--- config.mk ---
export PLATFORM = sky130hd
export DESIGN_NAME = scl_startup_cfg
export DESIGN_NICKNAME = d
export VERILOG_FILES = /design/src/scl_pkg.sv /design/src/scl_fuse_if.sv /design/src/scl_fuse_mem.sv /design/src/scl_startup_cfg.sv
export SDC_FILE = /design/constraint.sdc
export NUM_CORES = 1
export LEC_CHECK = 0
export BUFFER_PORTS_ARGS = -buffer_cell sky130_fd_sc_hd__buf_2
export CAP_MARGIN = 20
export CORE_MARGIN = 3
export CORE_UTILIZATION = 45
export DETAILED_ROUTE_END_ITERATION = 8
export SYNTH_ARGS = -nofsm -noshare
export SYNTH_HDL_FRONTEND = slang
export SYNTH_SLANG_ARGS = --single-unit
export TNS_END_PERCENT = 50
--- constraint.sdc ---
create_clock -name core_clk -period 3.8 [get_ports core_clk]
set_input_delay 0.76 -clock core_clk [delete_from_list [all_inputs] [get_ports core_clk]]
set_output_delay 0.76 -clock core_clk [all_outputs]
set_load 0.005 [all_outputs]
--- src/scl_pkg.sv ---
package scl_pkg;

  // ----------------------------------------------------------------
  // fuse array geometry
  // ----------------------------------------------------------------
  localparam int unsigned FUSE_BANKS = 10;
  localparam int unsigned FUSE_BITS = 26;
  localparam int unsigned FUSE_CHK = 5;
  localparam int unsigned FUSE_W = 32;
  localparam logic [3:0] LAST_BANK = 4'h9;
  // burnt fuse image: 26 data bits plus 5 check bits, values arbitrary
  // bank 0 carries one flipped data bit so a corrected load differs from a raw one
  localparam logic [31:0] FUSE_IMAGE [FUSE_BANKS] = '{
    32'h3400_00a6, 32'h0000_0000, 32'h0000_0000, 32'h0000_0000, 32'h0000_0000,
    32'h0000_0000, 32'h0000_0000, 32'h0000_0000, 32'h0000_0000, 32'h0f00_0000};
  // factory default word loaded into every trial bank, value arbitrary
  localparam logic [25:0] FACTORY_WORD = 26'h000_00c0;

  // ----------------------------------------------------------------
  // register map
  // ----------------------------------------------------------------
  localparam logic [1:0] PAGE_FUNC = 2'h0;
  localparam logic [1:0] PAGE_EXT1 = 2'h1;
  localparam logic [1:0] PAGE_EXT2 = 2'h2;
  localparam logic [7:0] ADDR_DDR_REF = 8'h6a;
  localparam int unsigned DDR_REF_EN_BIT = 4;
  localparam logic DDR_REF_EN_RST = 1'h0;
  localparam logic [7:0] ADDR_TRIAL_LAST = 8'h27;
  localparam logic [7:0] ADDR_OTP_CTRL = 8'h00;
  localparam logic [7:0] ADDR_OSC_TRIM = 8'h01;
  localparam logic [7:0] ADDR_OTP_STAT = 8'h02;
  localparam int unsigned CTRL_HOLD_BIT = 0;
  localparam int unsigned CTRL_FUSE_LOAD_BIT = 1;
  localparam int unsigned CTRL_ECC_LOAD_BIT = 2;
  localparam logic [2:0] CTRL_RST = 3'h0;
  localparam logic [7:0] TRIM_RST = 8'h00;
  localparam int unsigned STYLE_BIT = 0;

  // ----------------------------------------------------------------
  // clock and timing
  // ----------------------------------------------------------------
  localparam int unsigned OSC16_HZ = 16_000_000;
  localparam int unsigned CLK2M_HZ = 2_000_000;
  localparam int unsigned CLK32K_HZ = 32_000;
  localparam logic [1:0] HALF_2M = 2'((OSC16_HZ / CLK2M_HZ) / 2 - 1);
  localparam logic [8:0] HALF_32K = 9'((OSC16_HZ / CLK32K_HZ) / 2 - 1);
  localparam int unsigned PB_OFF_MS = 4000;
  localparam int unsigned PB_OFF_TICKS = PB_OFF_MS * CLK32K_HZ / 1000;

  typedef enum logic [3:0] {
    SRC_NONE = 4'h1, SRC_FUSE = 4'h2, SRC_TRIAL = 4'h4, SRC_FACTORY = 4'h8
  } scl_src_t;

  typedef enum logic [3:0] {
    LD_IDLE = 4'h1, LD_CLEAR = 4'h2, LD_READ = 4'h4, LD_WRITE = 4'h8
  } scl_ld_t;

  // check bits: xor of (index+1) over every set data bit
  function automatic logic [4:0] ecc_syndrome(input logic [25:0] d);
    logic [4:0] s;
    s = 5'h00;
    for (int i = 0; i < 26; i++) begin
      if (d[i]) begin
        s = s ^ 5'(i + 1);
      end
    end
    return s;
  endfunction

  // flips the single bit that the syndrome points at
  function automatic logic [25:0] ecc_fix(input logic [31:0] w);
    logic [4:0] e;
    logic [25:0] d;
    d = w[25:0];
    e = ecc_syndrome(w[25:0]) ^ w[30:26];
    for (int i = 0; i < 26; i++) begin
      if (e == 5'(i + 1)) begin
        d[i] = ~d[i];
      end
    end
    return d;
  endfunction

endpackage

--- src/scl_fuse_if.sv ---
`timescale 1ns/1ps
`default_nettype none
interface scl_fuse_if;
  logic rd_en;
  logic [3:0] rd_bank;
  logic [31:0] rd_data;
  modport ctrl (output rd_en, output rd_bank, input rd_data);
  modport mem (input rd_en, input rd_bank, output rd_data);
endinterface
`default_nettype wire

--- src/scl_fuse_mem.sv ---
`timescale 1ns/1ps
`default_nettype none
module scl_fuse_mem (
  input wire logic core_clk,
  input wire logic sys_rst,
  scl_fuse_if.mem fuse
);
  // ----------------------------------------------------------------
  // ten banks of burnt fuses, read through a register
  // ----------------------------------------------------------------
  logic [31:0] rd_q;
  wire logic [31:0] word_sel = (fuse.rd_bank <= scl_pkg::LAST_BANK)
                               ? scl_pkg::FUSE_IMAGE[fuse.rd_bank] : 32'h0000_0000;

  always_ff @(posedge core_clk) begin
    if (sys_rst) begin
      rd_q <= 32'h0000_0000;
    end else if (fuse.rd_en) begin
      rd_q <= word_sel;
    end
  end

  assign fuse.rd_data = rd_q;
endmodule
`default_nettype wire

--- src/scl_startup_cfg.sv ---
//Contract
// the start-up source is none, fuses, trial registers or factory defaults from pin and bits.
// with supply valid, pin low, hold 0 and fuse-load 1, fuses are copied into trial registers.
// when requested, ecc-corrected fuse values are loaded instead of raw ones.
// after the fuses are loaded a later turn-on event starts up with that configuration.
// fuse storage is ten banks of twenty-six bits.
// trial registers sit in extended page 1, ecc control in extended page 2.
// the untrimmed 32 kHz clock serves only in undervoltage, all-sleep or all-pfm; the code also uses it for irq, level-button and off-mode debounce.
// the derived 32 kHz clock times start-up above undervoltage and edge-style button debounce.
// in on mode with the 16 MHz running, debounce uses derived 32 kHz except the two irqs.
// a 2.0 MHz clock is derived from the 16 MHz oscillator.
// software may offset the 16 MHz trim in steps of 3 percent.
// ddr reference control is register 0x6a with a read-write enable at bit 4 resetting to 0.
// the ddr reference output follows its enable bit.
// trial registers clear to zero when main supply becomes valid before any load; the code keeps them when the source is trial registers.
// style 0 is a level power pin; style 1 turns on at a falling edge, off after 4 s low.
// 2.0 MHz is 16 MHz divided by eight, derived 32 kHz an integer division of it.
// pin and select bits are sampled at evaluation and the source holds until the next.
`timescale 1ns/1ps
`default_nettype none
module scl_startup_cfg #(
  parameter int unsigned PB_OFF_TICKS = scl_pkg::PB_OFF_TICKS
) (
  input wire logic core_clk,
  input wire logic sys_rst,
  input wire logic [1:0] reg_page,
  input wire logic [7:0] reg_addr,
  input wire logic [7:0] reg_wdata,
  input wire logic reg_wr,
  input wire logic reg_rd,
  output logic [7:0] reg_rdata,
  input wire logic main_supply_valid,
  input wire logic fuse_program_supply_pin,
  input wire logic input_undervoltage_threshold,
  input wire logic all_regs_sleep,
  input wire logic all_regs_pulse_frequency_switching,
  input wire logic osc16_in,
  input wire logic osc16_on,
  input wire logic osc32_raw_in,
  input wire logic on_mode,
  input wire logic power_on_pin,
  output logic clk_2m,
  output logic clk_32k_derived,
  output logic timing_clk_sel,
  output logic timing_clk,
  output logic debounce_clk,
  output logic irq_debounce_clk,
  output logic button_debounce_clk,
  output logic ddr_reference_output,
  output logic [7:0] osc_trim,
  output logic [3:0] cfg_source,
  output logic cfg_loaded,
  output logic cfg_ecc_err,
  output logic turn_on_event,
  output logic turn_off_event,
  output logic power_up_start
);

  // ----------------------------------------------------------------
  // state
  // ----------------------------------------------------------------
  logic [25:0] trial_q [scl_pkg::FUSE_BANKS];
  logic [2:0] ctrl_q;
  logic [7:0] trim_q;
  logic ddr_en_q;
  logic [7:0] rdata_q;
  scl_pkg::scl_src_t src_q;
  scl_pkg::scl_ld_t ld_q;
  logic [3:0] bank_q;
  logic loaded_q;
  logic ecc_err_q;
  logic sv_q;
  logic osc16_q;
  logic [1:0] cnt2m_q;
  logic [8:0] cnt32k_q;
  logic clk2m_q;
  logic clk32k_q;
  logic tsel_q;
  logic tclk_q;
  logic dclk_q;
  logic iclk_q;
  logic bclk_q;
  logic pin_q;
  logic on_q;
  logic off_q;
  logic pwr_up_q;
  logic [16:0] low_cnt_q;

  scl_fuse_if fuse ();
  scl_fuse_mem u_mem (.core_clk(core_clk), .sys_rst(sys_rst), .fuse(fuse));

  // ----------------------------------------------------------------
  // register decode
  // ----------------------------------------------------------------
  wire logic hit_ddr = (reg_page == scl_pkg::PAGE_FUNC) && (reg_addr == scl_pkg::ADDR_DDR_REF);
  wire logic hit_trial = (reg_page == scl_pkg::PAGE_EXT1)
                         && (reg_addr <= scl_pkg::ADDR_TRIAL_LAST);
  wire logic hit_ctrl = (reg_page == scl_pkg::PAGE_EXT2) && (reg_addr == scl_pkg::ADDR_OTP_CTRL);
  wire logic hit_trim = (reg_page == scl_pkg::PAGE_EXT2) && (reg_addr == scl_pkg::ADDR_OSC_TRIM);
  wire logic hit_stat = (reg_page == scl_pkg::PAGE_EXT2) && (reg_addr == scl_pkg::ADDR_OTP_STAT);
  wire logic [3:0] t_bank = reg_addr[5:2];
  wire logic [1:0] t_byte = reg_addr[1:0];
  wire logic [31:0] t_word = {6'h00, trial_q[t_bank]};
  wire logic [7:0] t_rd = t_word[8*t_byte +: 8];
  wire logic [7:0] rd_mux = hit_ddr ? {3'h0, ddr_en_q, 4'h0}
                          : hit_trial ? t_rd
                          : hit_ctrl ? {5'h00, ctrl_q}
                          : hit_trim ? trim_q
                          : hit_stat ? {2'h0, ecc_err_q, loaded_q, src_q}
                          : 8'h00;

  always_ff @(posedge core_clk) begin
    if (sys_rst) begin
      rdata_q <= 8'h00;
    end else if (reg_rd) begin
      rdata_q <= rd_mux;
    end
  end

  always_ff @(posedge core_clk) begin
    if (sys_rst) begin
      ddr_en_q <= scl_pkg::DDR_REF_EN_RST;
      ctrl_q <= scl_pkg::CTRL_RST;
      trim_q <= scl_pkg::TRIM_RST;
    end else if (reg_wr) begin
      if (hit_ddr) begin
        ddr_en_q <= reg_wdata[scl_pkg::DDR_REF_EN_BIT];
      end else if (hit_ctrl) begin
        ctrl_q <= reg_wdata[2:0];
      end else if (hit_trim) begin
        trim_q <= reg_wdata;
      end
    end
  end

  // ----------------------------------------------------------------
  // source evaluation and loading
  // ----------------------------------------------------------------
  wire logic eval = main_supply_valid && !sv_q;
  wire logic hold_bit = ctrl_q[scl_pkg::CTRL_HOLD_BIT];
  wire logic fuse_bit = ctrl_q[scl_pkg::CTRL_FUSE_LOAD_BIT];
  wire logic ecc_bit = ctrl_q[scl_pkg::CTRL_ECC_LOAD_BIT];
  wire scl_pkg::scl_src_t src_d = fuse_program_supply_pin ? scl_pkg::SRC_FACTORY
                                : hold_bit ? scl_pkg::SRC_TRIAL
                                : fuse_bit ? scl_pkg::SRC_FUSE
                                : scl_pkg::SRC_NONE;
  wire logic [25:0] fuse_word = ecc_bit ? scl_pkg::ecc_fix(fuse.rd_data)
                                        : fuse.rd_data[25:0];
  wire logic fuse_bad = (scl_pkg::ecc_syndrome(fuse.rd_data[25:0]) != fuse.rd_data[30:26]);

  assign fuse.rd_en = (ld_q == scl_pkg::LD_READ);
  assign fuse.rd_bank = bank_q;

  always_ff @(posedge core_clk) begin
    if (sys_rst) begin
      sv_q <= 1'b0;
      src_q <= scl_pkg::SRC_NONE;
      ld_q <= scl_pkg::LD_IDLE;
      bank_q <= 4'h0;
      loaded_q <= 1'b0;
      ecc_err_q <= 1'b0;
    end else begin
      sv_q <= main_supply_valid;
      case (ld_q)
        scl_pkg::LD_IDLE: begin
          if (eval) begin
            src_q <= src_d;
            loaded_q <= 1'b0;
            ld_q <= scl_pkg::LD_CLEAR;
          end
        end
        scl_pkg::LD_CLEAR: begin
          bank_q <= 4'h0;
          ecc_err_q <= 1'b0;
          if (src_q == scl_pkg::SRC_FUSE) begin
            ld_q <= scl_pkg::LD_READ;
          end else begin
            loaded_q <= 1'b1;
            ld_q <= scl_pkg::LD_IDLE;
          end
        end
        scl_pkg::LD_READ: begin
          ld_q <= scl_pkg::LD_WRITE;
        end
        scl_pkg::LD_WRITE: begin
          ecc_err_q <= ecc_err_q | fuse_bad;
          bank_q <= bank_q + 4'h1;
          if (bank_q == scl_pkg::LAST_BANK) begin
            loaded_q <= 1'b1;
            ld_q <= scl_pkg::LD_IDLE;
          end else begin
            ld_q <= scl_pkg::LD_READ;
          end
        end
        default: begin
          ld_q <= scl_pkg::LD_IDLE;
        end
      endcase
    end
  end

  // trial bytes stay bus-writable so a held configuration can be prototyped
  always_ff @(posedge core_clk) begin
    if (sys_rst) begin
      for (int b = 0; b < scl_pkg::FUSE_BANKS; b++) begin
        trial_q[b] <= 26'h000_0000;
      end
    end else if (ld_q == scl_pkg::LD_CLEAR) begin
      for (int b = 0; b < scl_pkg::FUSE_BANKS; b++) begin
        if (src_q == scl_pkg::SRC_FACTORY) begin
          trial_q[b] <= scl_pkg::FACTORY_WORD;
        end else if (src_q != scl_pkg::SRC_TRIAL) begin
          trial_q[b] <= 26'h000_0000;
        end
      end
    end else if (ld_q == scl_pkg::LD_WRITE) begin
      trial_q[bank_q] <= fuse_word;
    end else if (reg_wr && hit_trial) begin
      for (int k = 0; k < 26; k++) begin
        if ((k / 8) == int'(t_byte)) begin
          trial_q[t_bank][k] <= reg_wdata[k % 8];
        end
      end
    end
  end

  // ----------------------------------------------------------------
  // clock derivation
  // ----------------------------------------------------------------
  wire logic osc_rise = osc16_in && !osc16_q;
  wire logic tick32 = osc_rise && (cnt32k_q == scl_pkg::HALF_32K) && !clk32k_q;
  wire logic raw_sel = input_undervoltage_threshold || all_regs_sleep
                       || all_regs_pulse_frequency_switching;
  wire logic style = trial_q[0][scl_pkg::STYLE_BIT];

  always_ff @(posedge core_clk) begin
    if (sys_rst) begin
      osc16_q <= 1'b0;
      cnt2m_q <= 2'h0;
      cnt32k_q <= 9'h000;
      clk2m_q <= 1'b0;
      clk32k_q <= 1'b0;
    end else begin
      osc16_q <= osc16_in;
      if (osc_rise) begin
        cnt2m_q <= (cnt2m_q == scl_pkg::HALF_2M) ? 2'h0 : cnt2m_q + 2'h1;
        cnt32k_q <= (cnt32k_q == scl_pkg::HALF_32K) ? 9'h000 : cnt32k_q + 9'h001;
        if (cnt2m_q == scl_pkg::HALF_2M) begin
          clk2m_q <= ~clk2m_q;
        end
        if (cnt32k_q == scl_pkg::HALF_32K) begin
          clk32k_q <= ~clk32k_q;
        end
      end
    end
  end

  // selections are registered so no glitch reaches downstream timers
  always_ff @(posedge core_clk) begin
    if (sys_rst) begin
      tsel_q <= 1'b0;
      tclk_q <= 1'b0;
      dclk_q <= 1'b0;
      iclk_q <= 1'b0;
      bclk_q <= 1'b0;
    end else begin
      tsel_q <= !raw_sel;
      tclk_q <= raw_sel ? osc32_raw_in : clk32k_q;
      dclk_q <= (osc16_on && on_mode) ? clk32k_q : osc32_raw_in;
      iclk_q <= osc32_raw_in;
      bclk_q <= style ? clk32k_q : osc32_raw_in;
    end
  end

  // ----------------------------------------------------------------
  // power button
  // ----------------------------------------------------------------
  always_ff @(posedge core_clk) begin
    if (sys_rst) begin
      pin_q <= 1'b0;
      on_q <= 1'b0;
      off_q <= 1'b0;
      pwr_up_q <= 1'b0;
      low_cnt_q <= 17'h0_0000;
    end else begin
      pin_q <= power_on_pin;
      pwr_up_q <= on_q && loaded_q;
      if (!style) begin
        on_q <= power_on_pin && !pin_q;
        off_q <= !power_on_pin && pin_q;
        low_cnt_q <= 17'h0_0000;
      end else begin
        on_q <= !power_on_pin && pin_q;
        off_q <= !power_on_pin && tick32 && (low_cnt_q == 17'(PB_OFF_TICKS - 1));
        if (power_on_pin) begin
          low_cnt_q <= 17'h0_0000;
        end else if (tick32 && (low_cnt_q != 17'(PB_OFF_TICKS))) begin
          low_cnt_q <= low_cnt_q + 17'h0_0001;
        end
      end
    end
  end

  // ----------------------------------------------------------------
  // outputs
  // ----------------------------------------------------------------
  assign reg_rdata = rdata_q;
  assign clk_2m = clk2m_q;
  assign clk_32k_derived = clk32k_q;
  assign timing_clk_sel = tsel_q;
  assign timing_clk = tclk_q;
  assign debounce_clk = dclk_q;
  assign irq_debounce_clk = iclk_q;
  assign button_debounce_clk = bclk_q;
  assign ddr_reference_output = ddr_en_q;
  assign osc_trim = trim_q;
  assign cfg_source = src_q;
  assign cfg_loaded = loaded_q;
  assign cfg_ecc_err = ecc_err_q;
  assign turn_on_event = on_q;
  assign turn_off_event = off_q;
  assign power_up_start = pwr_up_q;
endmodule
`default_nettype wire

==> summary.md <==
| Metric | Value |
|---|---|
| Commonest cells after routing, fill and taps aside | `edfxtp_1, nor3_1, buf_4` |
| Layout area overhead | `16.6%` |
| Worst r2r dst | `trial_q[1][2]` |
| Post-synthesis instance area | `approximately 22000 um^2` |
| CP peak stage delay | `0.75 ns` |
| Initial Util | `between 40% and 50%` |
| Die H | `between 200 and 250 um` |
| Cell family with most CP delay | `compound AO/OA/AOI/OAI gates` |
| Number of detailed-route iterations in the first pass | `5` |
| Met2 Use GR | `38.8%` |
| Number of global-route vias before repair | `14700` |
| Row count | `79` |
| TritonCTS clock tree | `built` |
| Dominant synthesized flop cell | `edfxtp_1` |
| R2r startpoint | `ld_q[1]` |
| Nets@finish | `1820` |
| F_max | `between 300 and 400 MHz` |
| Post-synth top area cell | `edfxtp_1` |
| GR Util met1 | `a little over a third` |
| TritonCTS buffer count | `50` |
| Worst path cell trace | `xor2_1 -> a2111oi_4 -> buf_12 -> a211oi_1 -> o211ai_1 -> buf_4 -> o21ai_1` |
| Clk root buf | `clkbuf_16` |
| # setup viols final | `0` |
| Startpoint Class | `register` |
| Global-route wire length before repair | `roughly 95000 um` |
| DR vias | `15200` |
| N_diodes | `0` |
| Post-CTS setup buffers | `0` |
| Hold path depth | `2` |
| CTS Hold Bufs | `0` |
| EDFF count, synth | `just under 400` |
| RSZ-0062 raised after global routing | `false` |
| Worst-path clk slew | `~0.06 ns` |
| Gr ovfl total | `0` |
| Gate Count Post-Synth | `1648` |
| Avg WL per Cell | `26.4 um` |
| Chip width | `225 um` |
| Peak supply drop | `about 0.00037 V` |
| 1st-iter DRT viols | `1848` |
| Syn Area/Cell | `13.1 um^2` |
| H-tree depth | `2` |
| HP Class | `in2reg` |
| CP required | `4.01 ns` |
| Worst Hold End | `timing_clk_sel` |
| Worst-margin pin slew | `1.07 ns` |
| #FFs+latches synth | `470` |
| Leak pwr | `8.58 nW` |
| R2R cell count | `7` |
| Hpwl dp | `between 40000 and 50000 um` |
| Fillers | `roughly 3900` |
| Total I/O pin count | `65` |
| Status | `complete, no violations` |
| Worst Setup End Kind | `register` |
| Multi-input gate area | `7460 um^2` |
| Die Area | `50600 um^2` |
| Cell variety after synth | `78` |
| CTS Buffer Depth | `3` |
| Crit-path slowest cell | `o21ai_1` |
| Max-slew violations | `0` |
| Share of the synthesized area in the top cell type | `54.5%` |
| Port-buffer cells | `64` |
| Tcrit/Tclk final | `86.6%` |
| Sink Count | `between 400 and 500` |
| GPL Wtd Cong | `0.895` |
| Total GRT Usage | `about 25%` |
| Min Tclk post-route | `about 3.3 ns` |
| Layout cells sized above 1 | `26.4%` |
| Critical Path AT | `3.50 ns` |
| Hold Startpoint | `input_undervoltage_threshold` |
| WP buf/inv | `2` |
| Final hold slack | `0.335 ns` |
| Worst-Skew Late Latency | `about 0.62 ns` |
| Syn Nets | `1689` |
| Post-synthesis sequential area ratio | `61.8%` |
| Worst Skew | `0.0267 ns` |
| Rel. slew slack | `28.9%` |
| MaxCap Viol Count | `0` |
| Register area | `13300 um^2` |
| Core footprint | `47000 um^2` |
| Largest net degree at the start of global routing | `75` |
| Top Usage Layer GRT | `met2` |
| Vias per cell | `~6.3` |
| CP max FO | `17` |
| CTS resizes | `0` |
| Commonest non-fill, non-tap cell in the layout | `edfxtp_1` |
| Initial antenna violation count | `0` |
| Final hold vios | `0` |
| Pwr Density | `between 400 and 500 nW/um^2` |
| Ys Warns | `0` |
| Met3 GRT Util | `5.00%` |
| # DRC | `0` |
| Setup TNS | `0 ns` |
| Reg-to-reg setup timing slack | `0.51 ns` |
| Final WL | `64100 um` |
| Post-route ant nets | `0` |
| Crit path kind | `reg2reg` |
| Area contributors post-synth | `edfxtp_1, mux4_2, dfxtp_1` |
| Asr flop ratio synth | `0%` |
-- where the power goes --
part	switching [W]	internal (W)
registers	0.0000596	0.00569
clock network	0.00208	0.00297
logic	0.000422	0.000275
total	0.00257	0.00893
-- registers in the layout, indices dropped and copies added, names as in the netlist, 2 cells and up --
signal / cells
reg_rdata: 8
low_cnt_q: 17
trial_q: 392
u_mem.fuse.rd_data: 3
cnt32k_q: 9
osc_trim: 8
bank_q: 4
cfg_source: 4
ctrl_q: 3
ld_q: 4
cnt2m_q: 2
-- logic make-up after synthesis --
group                    Yosys count  synth area share (%)
AND/OR/NAND/NOR                  580                  14.5
adder cells (fa/ha/maj)            9                 0.522
buffers and inverters            198                  3.84
flip-flops                       470                  61.8
AO/OA/AOI/OAI                    242                  7.41
XOR/XNOR                          19                 0.771
multiplexers                     130                  11.2
-- metrics by stage --
stage	setup WS [ns]	utilization (%)	cells	area, um^2	total power, W
after global placement	0.116	50.0	2333	23500	0.00653
after CTS	0.491	53.6	2426	25200	0.0116
after global routing	0.321	53.6	2427	25200	0.0118
after floorplan	0.196	-	1648	21600	0.00623
after detailed placement	0.0331	50.0	2333	23500	0.00654
final	0.509	53.6	2427	25200	0.0115
-- worst max-delay path by stage --
stage                 from             end  slack, ns  cells past startpoint
6_report           ld_q[1]   trial_q[1][2]       0.51                      7
5_1_grt            ld_q[1]   trial_q[1][2]       0.32                      7
4_1_cts            ld_q[1]   trial_q[1][2]       0.49                      7
3_5_place_dp   reg_page[1]   trial_q[1][2]       0.03                      7
3_3_place_gp   reg_page[1]  trial_q[10][0]       0.12                      7
2_1_floorplan  reg_page[1]   trial_q[8][0]       0.20                      7
-- synthesized netlist by cell type, drive strengths merged, types with 17 or more instances --
cell type,count
clkbuf,90
nor2,75
a21oi,44
o31ai,35
mux2i,25
nor2b,18
mux2,17
edfxtp,392
nor4,24
nand2,83
dfxtp,78
o21ai,72
inv,39
mux4,88
nand3,23
buf,67
nand2b,17
nor3,267
-- area by class of cell --
class / instances / area share (%)
Timing Repair Buffer: 236 / 6.99
Sequential cell: 470 / 53.0
Multi-Input combinational cell: 980 / 29.7
Inverter: 41 / 0.611
Clock buffer: 59 / 5.23
Tap cell: 607 / 3.02
Clock inverter: 34 / 1.53
-- layer usage --
metal  share of wire (%)  vias up
met3                 9.4      130
li1                    -     6665
met2                  45      785
met4                 3.6        0
met1                  42     7626
met5                   0        -
(Power assumes the default switching activity.)
